`src/design/dnwg_pkg.sv`:
```
// package: register map, field positions, timing and carrier types for the data nvm guard
package dnwg_pkg;
   // ----------------------------------------
   // register offsets (file register addresses)
   // ----------------------------------------
   localparam logic [7:0] ADDR_PERIPHERAL_FLAGS_ONE = 8'h0c;
   localparam logic [7:0] ADDR_NVM_DATA_BYTE = 8'h9a;
   localparam logic [7:0] ADDR_NVM_BYTE_ADDRESS = 8'h9b;
   localparam logic [7:0] ADDR_NVM_CONTROL = 8'h9c;
   localparam logic [7:0] ADDR_NVM_UNLOCK_PORT = 8'h9d;
   // configuration word location and space
   localparam logic [13:0] ADDR_CONFIG_WORD = 14'h2007;
   localparam logic [13:0] ADDR_CONFIG_LO = 14'h2000;
   localparam logic [13:0] ADDR_CONFIG_HI = 14'h3fff;
   // ----------------------------------------
   // field positions
   // ----------------------------------------
   localparam int CTL_READ_GO = 0;
   localparam int CTL_WRITE_GO = 1;
   localparam int CTL_WRITE_ALLOW = 2;
   localparam int CTL_WRITE_ABORT = 3;
   localparam int FLAGS_NVM_DONE = 7;
   localparam int CFG_CODE_LOCK = 7;
   localparam int CFG_DATA_LOCK = 8;
   localparam logic [13:0] CFG_UNIMPL_MASK = 14'h0e00;
   localparam logic [7:0] ADDR_IMPL_MASK = 8'h7f;
   localparam logic [7:0] CTL_IMPL_MASK = 8'h0f;
   localparam logic [7:0] FLAGS_IMPL_MASK = 8'hc9;
   // ----------------------------------------
   // reset values and unlock keys
   // ----------------------------------------
   localparam logic [7:0] RST_BYTE = 8'h00;
   localparam logic [13:0] CFG_ERASED = 14'h3fff;
   localparam logic [7:0] UNLOCK_KEY_ONE = 8'h55;
   localparam logic [7:0] UNLOCK_KEY_TWO = 8'haa;
   // ----------------------------------------
   // timing
   // ----------------------------------------
   localparam int CLK_HZ = 10_000_000;
   localparam int POWERUP_DELAY_MS = 72;
   localparam int POWERUP_DELAY_CYC = POWERUP_DELAY_MS * (CLK_HZ / 1000);
   localparam int ARRAY_WRITE_US = 4000;
   localparam int ARRAY_WRITE_CYC = ARRAY_WRITE_US * (CLK_HZ / 1_000_000);
   // ----------------------------------------
   // carriers
   // ----------------------------------------
   typedef struct packed {
      logic [7:0] addr;
      logic [7:0] wdata;
      logic wr;
      logic rd;
   } dnwg_bus_req_s;
   typedef struct packed {
      logic [13:0] addr;
      logic [13:0] wdata;
      logic wr;
      logic rd;
   } dnwg_prog_req_s;
   typedef enum logic [1:0] {
      RESET_POWER_ON,
      RESET_EXTERNAL,
      RESET_WATCHDOG,
      RESET_BROWNOUT
   } dnwg_cause_e;
endpackage

```
`src/design/dnwg_guard.sv`:
```
// data nvm write guard: control registers, unlock detector, array and fuse word
//
// Functional notes
// - power-on clears write_allow so no array write can follow power-up.
// - no array write starts while the power-up delay timer is counting.
// - array write starts only with completed unlock and write_allow set.
// - config bit 8 is the data lock fuse, zero means protected.
// - the core reads and writes the array normally while the fuse is active.
// - unimplemented address bit 7 and control bits 7..4 read zero.
// - control bits: abort 3, allow 2, write-go 1, read-go 0.
// - unlock port stores nothing, writes only feed the unlock detector.
// - config bits read zero when programmed, one when erased, word 2007h.
// - configuration space is reachable only in programming mode.
// - config bits 11 to 9 read as zero.
// - write-go ignored without write_allow; clearing allow keeps a started write.
// - write finish clears write-go and sets the sticky done flag.
// - abort flag set by a non-power reset cutting a write, cleared on normal finish.
`timescale 1ns/10ps
module dnwg_guard
   import dnwg_pkg::*;
#(
   parameter int DEPTH = 128,
   parameter int POWERUP_CYC = POWERUP_DELAY_CYC,
   parameter int WRITE_CYC = ARRAY_WRITE_CYC
) (
   input wire logic clk,
   input wire logic rstn,
   input wire dnwg_pkg::dnwg_bus_req_s bus_req,
   output logic [7:0] bus_rdata,
   input wire dnwg_pkg::dnwg_cause_e reset_cause,
   input wire logic prog_mode,
   input wire dnwg_pkg::dnwg_prog_req_s prog_req,
   output logic [13:0] prog_rdata,
   output logic data_lock_active,
   output logic write_busy
);
   import dnwg_pkg::*;

   // ----------------------------------------
   // state
   // ----------------------------------------
   typedef enum logic [1:0] {UNL_IDLE, UNL_KEY_ONE, UNL_ARMED} dnwg_unlock_e;

   logic [7:0] mem_r [DEPTH];
   logic [7:0] data_r, data_nxt;
   logic [6:0] addr_r;
   logic allow_r, allow_nxt;
   logic go_r, go_nxt;
   logic abort_r, abort_nxt;
   logic done_r, done_nxt;
   logic [4:0] pflags_r;
   logic [31:0] pwrup_cnt_r;
   logic [31:0] wr_cnt_r;
   logic [6:0] wr_addr_r;
   logic [7:0] wr_data_r;
   logic [13:0] cfg_r;
   logic [7:0] bus_rdata_r;
   logic [13:0] prog_rdata_r;
   dnwg_unlock_e unl_r, unl_nxt;
   logic wr_busy_r;
   logic cause_taken_r;
   logic cut_pending_r;

   // ----------------------------------------
   // decode
   // ----------------------------------------
   wire sel_flags = bus_req.addr == ADDR_PERIPHERAL_FLAGS_ONE;
   wire sel_data = bus_req.addr == ADDR_NVM_DATA_BYTE;
   wire sel_addr = bus_req.addr == ADDR_NVM_BYTE_ADDRESS;
   wire sel_ctl = bus_req.addr == ADDR_NVM_CONTROL;
   wire sel_unl = bus_req.addr == ADDR_NVM_UNLOCK_PORT;
   wire any_acc = bus_req.wr | bus_req.rd;
   wire unl_wr = bus_req.wr & sel_unl;
   wire ctl_wr = bus_req.wr & sel_ctl;
   wire pwrup_busy = pwrup_cnt_r != 32'd0;
   wire wr_fin = wr_busy_r && wr_cnt_r == 32'd1;
   // write-go request: needs allow already set in allow_r; allow written in the same access does not count
   wire go_req = ctl_wr & bus_req.wdata[CTL_WRITE_GO] & ~go_r;
   wire allow_in = ctl_wr ? bus_req.wdata[CTL_WRITE_ALLOW] : allow_r;
   wire start_wr = go_req & allow_r & (unl_r == UNL_ARMED) & ~pwrup_busy;
   wire wr_busy_nxt = start_wr | (wr_busy_r & ~wr_fin);
   wire rd_go = ctl_wr & bus_req.wdata[CTL_READ_GO];
   wire [7:0] ctl_view = {4'h0, abort_r, allow_r, go_r, 1'b0} & CTL_IMPL_MASK;
   wire [7:0] flags_view = {done_r, pflags_r[4], 2'b00, pflags_r[3], 2'b00, pflags_r[0]};
   wire in_cfg_space = prog_mode && prog_req.addr >= ADDR_CONFIG_LO;
   wire cfg_sel = in_cfg_space && prog_req.addr == ADDR_CONFIG_WORD;
   wire data_locked = ~cfg_r[CFG_DATA_LOCK];
   // a write still running when a non-power reset hit is reported once released
   wire cut_seen = rstn && !cause_taken_r && cut_pending_r
      && reset_cause != RESET_POWER_ON;

   // ----------------------------------------
   // unlock detector
   // ----------------------------------------
   // any access other than the exact next step throws progress away
   always_comb begin
      unl_nxt = unl_r;
      case (unl_r)
         UNL_IDLE: begin
            if (unl_wr && bus_req.wdata == UNLOCK_KEY_ONE) begin
               unl_nxt = UNL_KEY_ONE;
            end
         end
         UNL_KEY_ONE: begin
            if (unl_wr && bus_req.wdata == UNLOCK_KEY_TWO) begin
               unl_nxt = UNL_ARMED;
            end else if (any_acc) begin
               unl_nxt = UNL_IDLE;
            end
         end
         UNL_ARMED: begin
            if (any_acc) begin
               unl_nxt = UNL_IDLE;
            end
         end
         default: unl_nxt = UNL_IDLE;
      endcase
   end

   // ----------------------------------------
   // control and flag next values
   // ----------------------------------------
   always_comb begin
      allow_nxt = allow_in;
      go_nxt = go_r;
      abort_nxt = abort_r;
      done_nxt = done_r;
      data_nxt = data_r;
      if (start_wr) begin
         go_nxt = 1'b1;
      end
      if (wr_fin) begin
         go_nxt = 1'b0;
         abort_nxt = 1'b0;
      end else if (ctl_wr) begin
         abort_nxt = bus_req.wdata[CTL_WRITE_ABORT];
      end
      if (cut_seen) begin
         abort_nxt = 1'b1;
      end
      // done flag: hardware set wins over software clear
      if (bus_req.wr && sel_flags) begin
         done_nxt = bus_req.wdata[FLAGS_NVM_DONE];
      end
      if (wr_fin) begin
         done_nxt = 1'b1;
      end
      if (bus_req.wr && sel_data) begin
         data_nxt = bus_req.wdata;
      end
      if (rd_go) begin
         data_nxt = mem_r[addr_r];
      end
   end

   // ----------------------------------------
   // registers
   // ----------------------------------------
   // every reset clears allow; a write cut by a non-power reset reports abort after release
   always_ff @(posedge clk or negedge rstn) begin
      if (!rstn) begin
         allow_r <= 1'b0;
         go_r <= 1'b0;
         unl_r <= UNL_IDLE;
         done_r <= 1'b0;
         data_r <= RST_BYTE;
         addr_r <= 7'h00;
         pflags_r <= 5'h00;
         abort_r <= 1'b0;
         wr_busy_r <= 1'b0;
      end else begin
         allow_r <= allow_nxt;
         go_r <= go_nxt;
         unl_r <= unl_nxt;
         done_r <= done_nxt;
         data_r <= data_nxt;
         if (bus_req.wr && sel_addr) begin
            addr_r <= bus_req.wdata[6:0];
         end
         if (bus_req.wr && sel_flags) begin
            pflags_r <= {bus_req.wdata[6], bus_req.wdata[3], 2'b00, bus_req.wdata[0]};
         end
         abort_r <= abort_nxt;
         wr_busy_r <= wr_busy_nxt;
      end
   end

   // reset cause is sampled on the first clock after release
   always_ff @(posedge clk or negedge rstn) begin
      if (!rstn) begin
         cause_taken_r <= 1'b0;
      end else begin
         cause_taken_r <= 1'b1;
      end
   end

   // ----------------------------------------
   // write-in-progress record survives non-power resets
   // ----------------------------------------
   // kept outside reset and frozen while reset is low, so a cut write is known afterwards
   always_ff @(posedge clk) begin
      if (rstn) begin
         cut_pending_r <= wr_busy_nxt;
      end
   end

   // ----------------------------------------
   // timers
   // ----------------------------------------
   // power-up delay runs after power-on only
   always_ff @(posedge clk or negedge rstn) begin
      if (!rstn) begin
         pwrup_cnt_r <= 32'd0;
         wr_cnt_r <= 32'd0;
      end else begin
         if (!cause_taken_r && reset_cause == RESET_POWER_ON) begin
            pwrup_cnt_r <= 32'(POWERUP_CYC);
         end else if (pwrup_busy) begin
            pwrup_cnt_r <= pwrup_cnt_r - 32'd1;
         end
         if (start_wr) begin
            wr_cnt_r <= 32'(WRITE_CYC);
         end else if (wr_busy_r) begin
            wr_cnt_r <= wr_cnt_r - 32'd1;
         end
      end
   end

   // ----------------------------------------
   // array and latched write operands
   // ----------------------------------------
   // operands latched at start so later register writes cannot corrupt it
   always_ff @(posedge clk) begin
      if (start_wr) begin
         wr_addr_r <= addr_r;
         wr_data_r <= data_r;
      end
      if (wr_fin) begin
         mem_r[wr_addr_r] <= wr_data_r;
      end
   end

   // ----------------------------------------
   // fuse word, programming mode only
   // ----------------------------------------
   // erased word reads all ones except unimplemented bits
   always_ff @(posedge clk or negedge rstn) begin
      if (!rstn) begin
         cfg_r <= CFG_ERASED & ~CFG_UNIMPL_MASK;
         prog_rdata_r <= 14'h0000;
      end else begin
         if (cfg_sel && prog_req.wr) begin
            cfg_r <= prog_req.wdata & ~CFG_UNIMPL_MASK;
         end
         if (cfg_sel && prog_req.rd) begin
            prog_rdata_r <= cfg_r;
         end else if (prog_req.rd && !in_cfg_space && data_locked && prog_mode) begin
            prog_rdata_r <= 14'h0000;
         end else begin
            prog_rdata_r <= 14'h0000;
         end
      end
   end

   // ----------------------------------------
   // read data, one cycle after the strobe
   // ----------------------------------------
   always_ff @(posedge clk or negedge rstn) begin
      if (!rstn) begin
         bus_rdata_r <= 8'h00;
      end else if (bus_req.rd) begin
         bus_rdata_r <= sel_flags ? flags_view :
            sel_data ? data_r :
            sel_addr ? {1'b0, addr_r} & ADDR_IMPL_MASK :
            sel_ctl ? (ctl_view | {4'h0, cut_seen, 3'b000}) : 8'h00;
      end else begin
         bus_rdata_r <= 8'h00;
      end
   end

   // ----------------------------------------
   // status outputs
   // ----------------------------------------
   logic lock_r;
   always_ff @(posedge clk or negedge rstn) begin
      if (!rstn) begin
         lock_r <= 1'b0;
      end else begin
         lock_r <= data_locked;
      end
   end

   assign bus_rdata = bus_rdata_r;
   assign prog_rdata = prog_rdata_r;
   assign data_lock_active = lock_r;
   assign write_busy = wr_busy_r;

endmodule

```
`config.mk`:
```
export PLATFORM = sky130hd
export DESIGN_NAME = dnwg_guard
export DESIGN_NICKNAME = d
export VERILOG_FILES = /design/src/design/dnwg_pkg.sv /design/src/design/dnwg_guard.sv
export SDC_FILE = /design/constraint.sdc
export NUM_CORES = 1
export LEC_CHECK = 0
export ABC_AREA = 1
export CAP_MARGIN = 15
export CORE_UTILIZATION = 55
export DETAILED_ROUTE_END_ITERATION = 16
export DONT_BUFFER_PORTS = 1
export HOLD_SLACK_MARGIN = 0.12
export MAX_ROUTING_LAYER = met4
export PLACE_DENSITY = 0.76
export REMOVE_ABC_BUFFERS = 1
export SLEW_MARGIN = 40
export SYNTH_ARGS = -nofsm -noshare
export SYNTH_HDL_FRONTEND = slang
export SYNTH_SLANG_ARGS = --single-unit
```
`constraint.sdc`:
```
create_clock -name clk -period 3.95 [get_ports clk]
set_input_delay 0.79 -clock clk [delete_from_list [all_inputs] [get_ports clk]]
set_output_delay 0.79 -clock clk [all_outputs]
set_load 0.005 [all_outputs]
```
==> key figures, run 1 <==
Routing
  – Wire per inst: 21.2 um
  – DR vias/cell: 5.89
  – Total DRC errors in the routed layout: 0
  – Count of TritonRoute iterations in the first routing pass: 6
  – Routed Wire Length: 116,000 um
  – Detailed Route Iter0 Violations: 4,146
  – Count of vias placed by the detailed router: 32,400
  – Number of antenna-violating nets in the routed design: 0

Logic synthesis
  – Compound-gate portion of the synthesized area: 1.34%
  – Number of warning messages in the yosys log: 0
  – Number of enable flip-flop cells after synthesis: 1,040
  – Area share of xor/xnor cells in the synthesized design: 0.272%
  – Multiplexer fraction of the synthesized cell area: 0.256%
  – Simple-gate share of the synthesized area: 23.7%
  – Post-Synthesis Cell Area: 48,300 um^2
  – Largest family of logic cells by synthesized area: simple AND/OR/NAND/NOR gates
  – Syn_area_per_cell: 11.2 um^2
  – Flip-flop and latch count after synthesis: 1,161
  – Async set or reset register ratio after synthesis: 10.4%
  – Synthesized instance count: 4,311
  – Arithmetic-cell share of the synthesized area counting full adders, half adders and majority gates: 0.0777%
  – Area share of the largest cell type after synthesis: 64.7%
  – Ys flop type: sky130_fd_sc_hd__edfxtp_1
  – Post-synthesis sequential area ratio: 71.0%
  – Biggest area consumer among synthesized cells: sky130_fd_sc_hd__edfxtp_1
  – Post-synth cell types: 54
  – Main area contributors after synthesis: sky130_fd_sc_hd__edfxtp_1 65%, sky130_fd_sc_hd__nand3_1 10%, sky130_fd_sc_hd__nand2_1 10%

GRT
  – Maximum number of pins on one net before global-route repair: 132
  – Total GRT Usage: 26.8%
  – Antenna violations before repair: 1
  – Vias in the first global route: 30,700
  – Remaining global-route overflow: 0
  – Global-route wire length before repair: 178,000 um

Timing
  – Shortest clock period the worst path allows after layout: 3280 ps
  – Setup Skew: 27.3 ps
  – Transition time at the pin with the least slew margin: 824 ps
  – Share of the cycle needed by the critical path after routing: 83.1%
  – Maximum clock rate: 0.305 GHz
  – Setup repair after global routing missed its margin: false
  – Total count of max-transition violations in the final report: 0
  – Worst rel slew slack: 45.1%
  – Final-report hold violation count: 0
  – Final setup violation count: 0
  – Hold Worst Slack: 226 ps
  – Post-route worst setup slack: 668 ps

Clock network
  – Post-CTS setup buffer count: 0
  – Clock tree sinks: 1,161
  – Hold Buf Count CTS: 2
  – CTS H-tree depth: 3
  – Latest clock arrival within the worst-skew pair: 670 ps
  – Clock tree from TritonCTS: built
  – Clock root buffer: sky130_fd_sc_hd__clkbuf_16
  – Clk buf depth: 3
  – Number of gates resized after CTS: 0
  – Num CTS Buffers: 112
  – Clock transition time at the flip-flop clock pins of the worst setup and hold paths: 60 ps

Critical path
  – Highest fanout seen on the critical path: 16
  – Max stage delay on crit path: 830 ps
  – Capturing element of the worst setup path: mem_r[112][6]$_DFFE_PP_
  – Class of the most critical setup path: reg -> reg
  – Capturing element type of the critical path: flop
  – Reg-to-reg critical path startpoint: wr_cnt_r[1]$_DFFE_PN0P_
  – Slowest cell on crit path: sky130_fd_sc_hd__nor2_1
  – Cell-by-cell listing of the critical path: inv_1 > ha_1 > nand4_1 > nor4_4 > nand2_4 > nor2_8 > nand3_4 > nor2_1
  – Cell depth of the worst flop-to-flop path: 8
  – Type of origin of the critical path: flop
  – Crit path DAT: 3570 ps
  – End of the worst register-to-register path: mem_r[112][6]$_DFFE_PP_
  – Required @ worst endpoint: 4240 ps
  – R2R setup slack: 670 ps
  – Startpoint of the worst setup timing path: wr_cnt_r[1]$_DFFE_PN0P_

Job
  – Number of max-cap violations: 0

Placement
  – # placed instances: 5,294
  – IO buf count: 0
  – Gpl congestion: 0.915
  – HPWL after DPL: 66,900 um
  – Worst setup slack before clock tree synthesis: 761 ps

Power
  – Leakage Power: 0.0190 uW
  – Total Power: 24,900 uW
  – Total power per unit cell area: 469 nW/um^2
  – IR drop worst, VDD: 337 uV

Run status
  – Run status: finished clean

Floorplanning
  – Count of pins on the block boundary: 77
  – DIE AREA: 89,000 um^2
  – Site Rows: 108
  – Starting utilization of the core area: 55.6%
  – Floorplan die width: 298 um
  – Standard cell core area: 86,900 um^2
  – Chip height: 298 um

Hold path
  – Class of the most critical hold timing path: in -> reg

Finish
  – Non-filler instance count after layout: 5,499
  – Area grow syn2layout: 9.81%
  – Fin nets: 4,311
  – Share of layout cells above drive strength 1: 6.47%
  – Filler cell count: 6,430
Yosys cell counts (8+ instances only):
cell and n:
sky130_fd_sc_hd__nand3_1 974, sky130_fd_sc_hd__nor2_1 259, sky130_fd_sc_hd__nor3_1 24, sky130_fd_sc_hd__xor2_1 10
sky130_fd_sc_hd__clkbuf_1 77, sky130_fd_sc_hd__nand4_1 21, sky130_fd_sc_hd__nor2_2 10, sky130_fd_sc_hd__nor4_1 10
sky130_fd_sc_hd__nand2_1 1296, sky130_fd_sc_hd__a21oi_1 55, sky130_fd_sc_hd__o21ai_0 40, sky130_fd_sc_hd__buf_6 8
sky130_fd_sc_hd__mux2_1 10, sky130_fd_sc_hd__inv_1 123, sky130_fd_sc_hd__dfrtp_1 110, sky130_fd_sc_hd__buf_2 118
sky130_fd_sc_hd__edfxtp_1 1040, sky130_fd_sc_hd__dfstp_2 11, sky130_fd_sc_hd__nand3_4 8, sky130_fd_sc_hd__buf_1 36
worst max-delay path: cells and delay by family, from the launching register on:
family	cells	cell delay [ps]
flip-flops	1	400
adder cells (fa/ha/maj)	1	160
AND/OR/NAND/NOR	6	2240
buffers and inverters	1	90
cells in the final DEF, fill, tap and decap left out, types with 21 or more instances in the layout:
master                      count
sky130_fd_sc_hd__edfxtp_1    1040
sky130_fd_sc_hd__clkinv_1      28
sky130_fd_sc_hd__clkbuf_16    118
sky130_fd_sc_hd__nand2_1     1296
sky130_fd_sc_hd__nand4_1       21
sky130_fd_sc_hd__dfrtp_1      106
sky130_fd_sc_hd__nor3_1        24
sky130_fd_sc_hd__buf_4         44
sky130_fd_sc_hd__clkbuf_1      25
sky130_fd_sc_hd__a21oi_1       55
sky130_fd_sc_hd__nand3_1      974
sky130_fd_sc_hd__o21ai_0       40
sky130_fd_sc_hd__inv_1        120
sky130_fd_sc_hd__nor2_1       259
cells by family (layout without fill, tap and decap cells):
kind of cell,Yosys count,in the layout
AOI/OAI and AO/OA,119,119
xor gates and xnor gates,15,15
adders and majority gates,3,3
buffers and inverters,377,407
DFF,1161,1161
muxes,11,11
other,2,5
and+or+nand+nor,2623,2623
routing by layer:
metal	part of all wire [%]	GRT usage (%)	wire length (um)
met5	0	-	0
met4	3.5	9.57	4130
met3	9.5	3.79	11000
met2	47	41.8	55300
met1	39	36.3	45900
flip-flops by register name, indices dropped and copies added, names as in the netlist, 3 cells and up:
signal       flops
addr_r           7
wr_addr_r        7
mem_r         1024
wr_cnt_r        32
data_r           8
prog_rdata      11
wr_data_r        8
bus_rdata        8
cfg_r           11
pwrup_cnt_r     32
pflags_r         3
stage by stage:
step / utilization, % / cell area [um^2] / TNS, ps
floorplan: - / 47200 / -166060
global placement: 56.8 / 49400 / 0
finish: 61.0 / 53000 / 0
global route: 61.0 / 53000 / 0
detailed placement: 56.9 / 49400 / 0
CTS: 61.0 / 53000 / 0
how the worst min path moves through the flow:
stage | from | to | slack [ps] | cells past startpoint
finish | rstn | cut_pending_r$_DFFE_PP_ | 230 | 0
global placement | cfg_r[8]$_DFFE_PN1P_ | data_lock_active$_DFF_PN0_ | 440 | 1
global route | rstn | cut_pending_r$_DFFE_PP_ | 220 | 0
CTS | rstn | cut_pending_r$_DFFE_PP_ | 200 | 0
detailed placement | cfg_r[8]$_DFFE_PN1P_ | data_lock_active$_DFF_PN0_ | 450 | 1
floorplan | unl_r[1]$_DFFE_PN0P_ | unl_r[0]$_DFFE_PN0P_ | 430 | 1
power breakdown:
group	leakage [uW]	switching [uW]	internal (uW)	total (uW)
clock	0.00175	4390	5960	10300
combinational	0.00644	865	339	1200
sequential	0.0108	60.3	13300	13300
area by class of cell:
type / instances / area [um^2] / share of cell area [%]
antenna: 1 / 2.50 / 0.00472
tap: 1155 / 1450 / 2.73
clock buffer: 155 / 3210 / 6.06
inverter: 134 / 520 / 0.982
sequential: 1161 / 34300 / 64.6
clock inverter: 47 / 355 / 0.670
multi-input combinational: 2775 / 12400 / 23.4
timing repair buffer: 71 / 820 / 1.55
(Power assumes the default switching activity.)
==> run 2: changes to the inputs <==
--- a/config.mk
+++ b/config.mk
@@ -5,14 +5,14 @@
 export SDC_FILE = /design/constraint.sdc
 export NUM_CORES = 1
 export LEC_CHECK = 0
-export ABC_AREA = 1
+export ABC_AREA = 0
 export CAP_MARGIN = 15
 export CORE_UTILIZATION = 55
 export DETAILED_ROUTE_END_ITERATION = 16
 export DONT_BUFFER_PORTS = 1
 export HOLD_SLACK_MARGIN = 0.12
 export MAX_ROUTING_LAYER = met4
-export PLACE_DENSITY = 0.76
+export PLACE_DENSITY = 0.79
 export REMOVE_ABC_BUFFERS = 1
 export SLEW_MARGIN = 40
 export SYNTH_ARGS = -nofsm -noshare
==> constraint.sdc (replaced) <==
create_clock -name clk -period 2.95 [get_ports clk]
set_input_delay 0.59 -clock clk [delete_from_list [all_inputs] [get_ports clk]]
set_output_delay 0.59 -clock clk [all_outputs]
set_load 0.005 [all_outputs]
==> key figures, run 2 <==
Run status
  – Run status: finished, violations left
  – Violations in the final reports: hold timing, setup timing

Timing
  – Total count of max-transition violations in the final report: 0 (unchanged)
  – Final setup violation count: 1,045 (+1,045)
  – Setup repair after global routing missed its margin: true
  – Post-route worst setup slack: -252 ps (-921 ps)
  – Shortest clock period the worst path allows after layout: 3200 ps (-79.3 ps)
  – Transition time at the pin with the least slew margin: 993 ps (+168 ps)
  – Hold Worst Slack: -402 ps (-628 ps)
  – Share of the cycle needed by the critical path after routing: 109% (+25 points)
  – Final-report hold violation count: 121 (+121)
  – Maximum clock rate: 0.312 GHz (+2.5%)
  – Worst rel slew slack: 33.6% (-11 points)
  – Setup Skew: 30.8 ps (+3.45 ps)

Critical path
  – Crit path DAT: 3600 ps (+30 ps)
  – Capturing element type of the critical path: flop
  – Class of the most critical setup path: reg -> reg
  – Required @ worst endpoint: 3350 ps (-890 ps)
  – Highest fanout seen on the critical path: 8 (-8)
  – Type of origin of the critical path: flop

Finish
  – Leading cell type in the layout, fill and taps excluded: sky130_fd_sc_hd__edfxtp_1
  – Highest-count cells in the layout ignoring fill and taps: 1,040 x sky130_fd_sc_hd__edfxtp_1, 295 x sky130_fd_sc_hd__mux4_2, 152 x sky130_fd_sc_hd__buf_6
  – Area grow syn2layout: 20.8%
  – Max reg flops: 1,024 (unchanged)
  – Diodes inserted: 0 (-1)
  – Share of layout cells above drive strength 1: 36.9% (+30 points)
  – Largest registers: mem_r x1024, pwrup_cnt_r x32, wr_cnt_r x32
  – Register with the most flip-flops: mem_r
  – Fin nets: 2,703 (-37%)

Job
  – Number of max-cap violations: 0 (unchanged)

Placement
  – HPWL after DPL: 64,600 um (-3.4%)
  – Gpl congestion: 0.935 (+2.2%)
  – IO buf count: 0 (unchanged)
  – Worst setup slack before clock tree synthesis: -459 ps (-1220 ps)

Logic synthesis
  – Syn_area_per_cell: 20.0 um^2 (+78%)
  – List of most frequent post-synthesis cells: 1,040 x sky130_fd_sc_hd__edfxtp_1, 295 x sky130_fd_sc_hd__mux4_2, 218 x sky130_fd_sc_hd__nor2_1
  – Area share of the largest cell type after synthesis: 68.4% (+3.8 points)
  – Number of enable flip-flop cells after synthesis: 1,040 (unchanged)
  – Post-synth cell types: 61 (+13%)
  – Ys flop type: sky130_fd_sc_hd__edfxtp_1
  – Biggest area consumer among synthesized cells: sky130_fd_sc_hd__edfxtp_1
  – Main area contributors after synthesis: sky130_fd_sc_hd__edfxtp_1 68%, sky130_fd_sc_hd__mux4_2 15%, sky130_fd_sc_hd__dfrtp_1 6.0%
  – Most common cell in the synthesized netlist: sky130_fd_sc_hd__edfxtp_1
  – Post-synthesis sequential area ratio: 75.1% (+4.1 points)
  – Post-Synthesis Cell Area: 45,600 um^2 (-5.5%)
  – Number of warning messages in the yosys log: 0 (unchanged)
  – Async set or reset register ratio after synthesis: 10.4% (unchanged)
  – Synthesized instance count: 2,286 (-47%)
  – Flip-flop and latch count after synthesis: 1,161 (unchanged)

Floorplanning
  – Site Rows: 105 (-2.8%)
  – Starting utilization of the core area: 55.6% (about the same)
  – Standard cell core area: 82,100 um^2 (-5.5%)
  – Count of pins on the block boundary: 77 (unchanged)
  – DIE AREA: 84,100 um^2 (-5.5%)
  – Chip height: 290 um (-2.8%)
  – Floorplan die width: 290 um (-2.8%)

Power
  – Comb power frac: 4.7% (about the same)
  – IR drop worst, VDD: 519 uV (+54%)
  – Portion of total power attributed to sequential cells: 53.8% (+0.2 points)
  – Leakage Power: 0.0175 uW (-7.9%)
  – Total power per unit cell area: 601 nW/um^2 (+28%)
  – Sw Share: 21.1% (-0.30 points)
  – Switching power: 6980 uW (+31%)
  – Internal power: 26,100 uW (+34%)
  – Clock power share: 41.5% (about the same)

Routing
  – DR vias/cell: 6.69 (+14%)
  – Wire per inst: 31.9 um (+51%)
  – Routed Wire Length: 121,000 um (+4.3%)
  – Detailed Route Iter0 Violations: 3,673 (-11%)
  – Total DRC errors in the routed layout: 0 (unchanged)
  – Count of vias placed by the detailed router: 25,500 (-21%)
  – Number of antenna-violating nets in the routed design: 0 (unchanged)
  – Count of TritonRoute iterations in the first routing pass: 7 (+1)

GRT
  – Maximum number of pins on one net before global-route repair: 129 (-2.3%)
  – Antenna violations before repair: 0 (-1)
  – Remaining global-route overflow: 0 (unchanged)
  – Fraction of met1 tracks used by global routing: 35.2% (-1.1 points)
  – Total GRT Usage: 28.7% (+1.8 points)
  – Met3 GRT Util: 6.71% (+2.9 points)
  – Vias in the first global route: 26,000 (-15%)
  – Gr busiest metal: met2
  – Routing usage on met2: 46.1% (+4.3 points)
  – Global-route wire length before repair: 171,000 um (-4.0%)

Clock network
  – CTS H-tree depth: 3 (unchanged)
  – Num CTS Buffers: 106 (-5.4%)
  – Clock transition time at the flip-flop clock pins of the worst setup and hold paths: 60 ps (about the same)
  – Clock tree from TritonCTS: built
  – Latest clock arrival within the worst-skew pair: 690 ps (+20 ps)
  – Clk buf depth: 3 (unchanged)
  – Clock tree sinks: 1,161 (unchanged)
  – Clock root buffer: sky130_fd_sc_hd__clkbuf_16

Hold path
  – Class of the most critical hold timing path: in -> async
-- run 2: logic make-up (layout without fill, tap and decap cells) --
kind of cell | Yosys count | in the layout | share of synthesized area (%)
fa+ha+maj | 3 | 3 | 0.0822
simple gates | 474 | 474 | 5.02
other cells | 2 | 4 | 0.0165
mux | 351 | 351 | 15.9
compound gates | 108 | 108 | 1.68
xor+xnor | 53 | 53 | 1.02
buf+inv | 134 | 584 | 1.18
flops | 1161 | 1161 | 75.1
-- run 2: stage by stage --
step	instance area, um^2	TNS, ps	instances	power [uW]	util [%]
after floorplan	45200	-435300	2175	19300	-
after global placement	49300	-270380	3554	19500	60.0
after detailed placement	49300	-366260	3556	19600	60.0
after CTS	54200	-74350	3790	33000	66.0
after global routing	55100	-212720	3808	33900	67.1
final	55100	-141700	3808	33100	67.1
-- run 2: layout make-up --
type                            instances  area [um^2]
Sequential cell                      1161        34300
Fill cell                            4632        27000
Multi-Input combinational cell        993        11900
Timing Repair Buffer                  364         4120
Clock buffer                          127         2770
Tap cell                             1070         1340
Clock inverter                         72          644
Inverter                               21         81.3
-- run 2: what timing repair did --
item                                    in CTS  in global routing
pin swaps                                   23                 47
endpoints found under the hold margin      168                123
gates resized for setup                    288                173
buffers inserted                             6                 12
endpoints found under the setup margin    1085               1085
gates cloned                                 7                  4
hold buffers                                23                  3
-- run 2: power groups by stage --
stage	Combinational, uW	Clock, uW	Sequential [uW]
floorplan	1010	0	18300
CTS	1440	13700	17800
detailed placement	1390	0	18200
global route	1610	14400	17800
finish	1540	13800	17800
global placement	1350	0	18200
-- run 2: layer usage --
metal  share of wire [%]  up-vias
li1                    -    10000
met1                  33    13000
met2                  49     1951
met3                  11      499
met4                 6.4        0
met5                   0        -
-- run 2: critical path: stages, from the launching register on --
cell	delay, ps
sky130_fd_sc_hd__dfrtp_1	380
sky130_fd_sc_hd__or4_4	540
sky130_fd_sc_hd__or3_4	350
sky130_fd_sc_hd__or4_4	580
sky130_fd_sc_hd__nor2_4	160
sky130_fd_sc_hd__buf_8	180
sky130_fd_sc_hd__nand2_8	100
sky130_fd_sc_hd__buf_16	240
sky130_fd_sc_hd__nor2_1	180
sky130_fd_sc_hd__buf_6	200
-- run 2: worst paths after layout --
check | cells past startpoint | slack, ps | from | endpoint
hold reg to reg | 1 | 440 | cfg_r[8]$_DFFE_PN1P_ | data_lock_active$_DFF_PN0_
setup reg to reg | 9 | -250 | wr_cnt_r[20]$_DFFE_PN0P_ | mem_r[27][2]$_DFFE_PP_
hold / removal | 0 | -400 | rstn | data_r[7]$_DFFE_PN0P_
setup / recovery | 9 | -250 | wr_cnt_r[20]$_DFFE_PN0P_ | mem_r[27][2]$_DFFE_PP_
min in group clk | 0 | 90 | rstn | cut_pending_r$_DFFE_PP_
max in group asynchronous | 0 | 3060 | rstn | cfg_r[1]$_DFFE_PN1P_
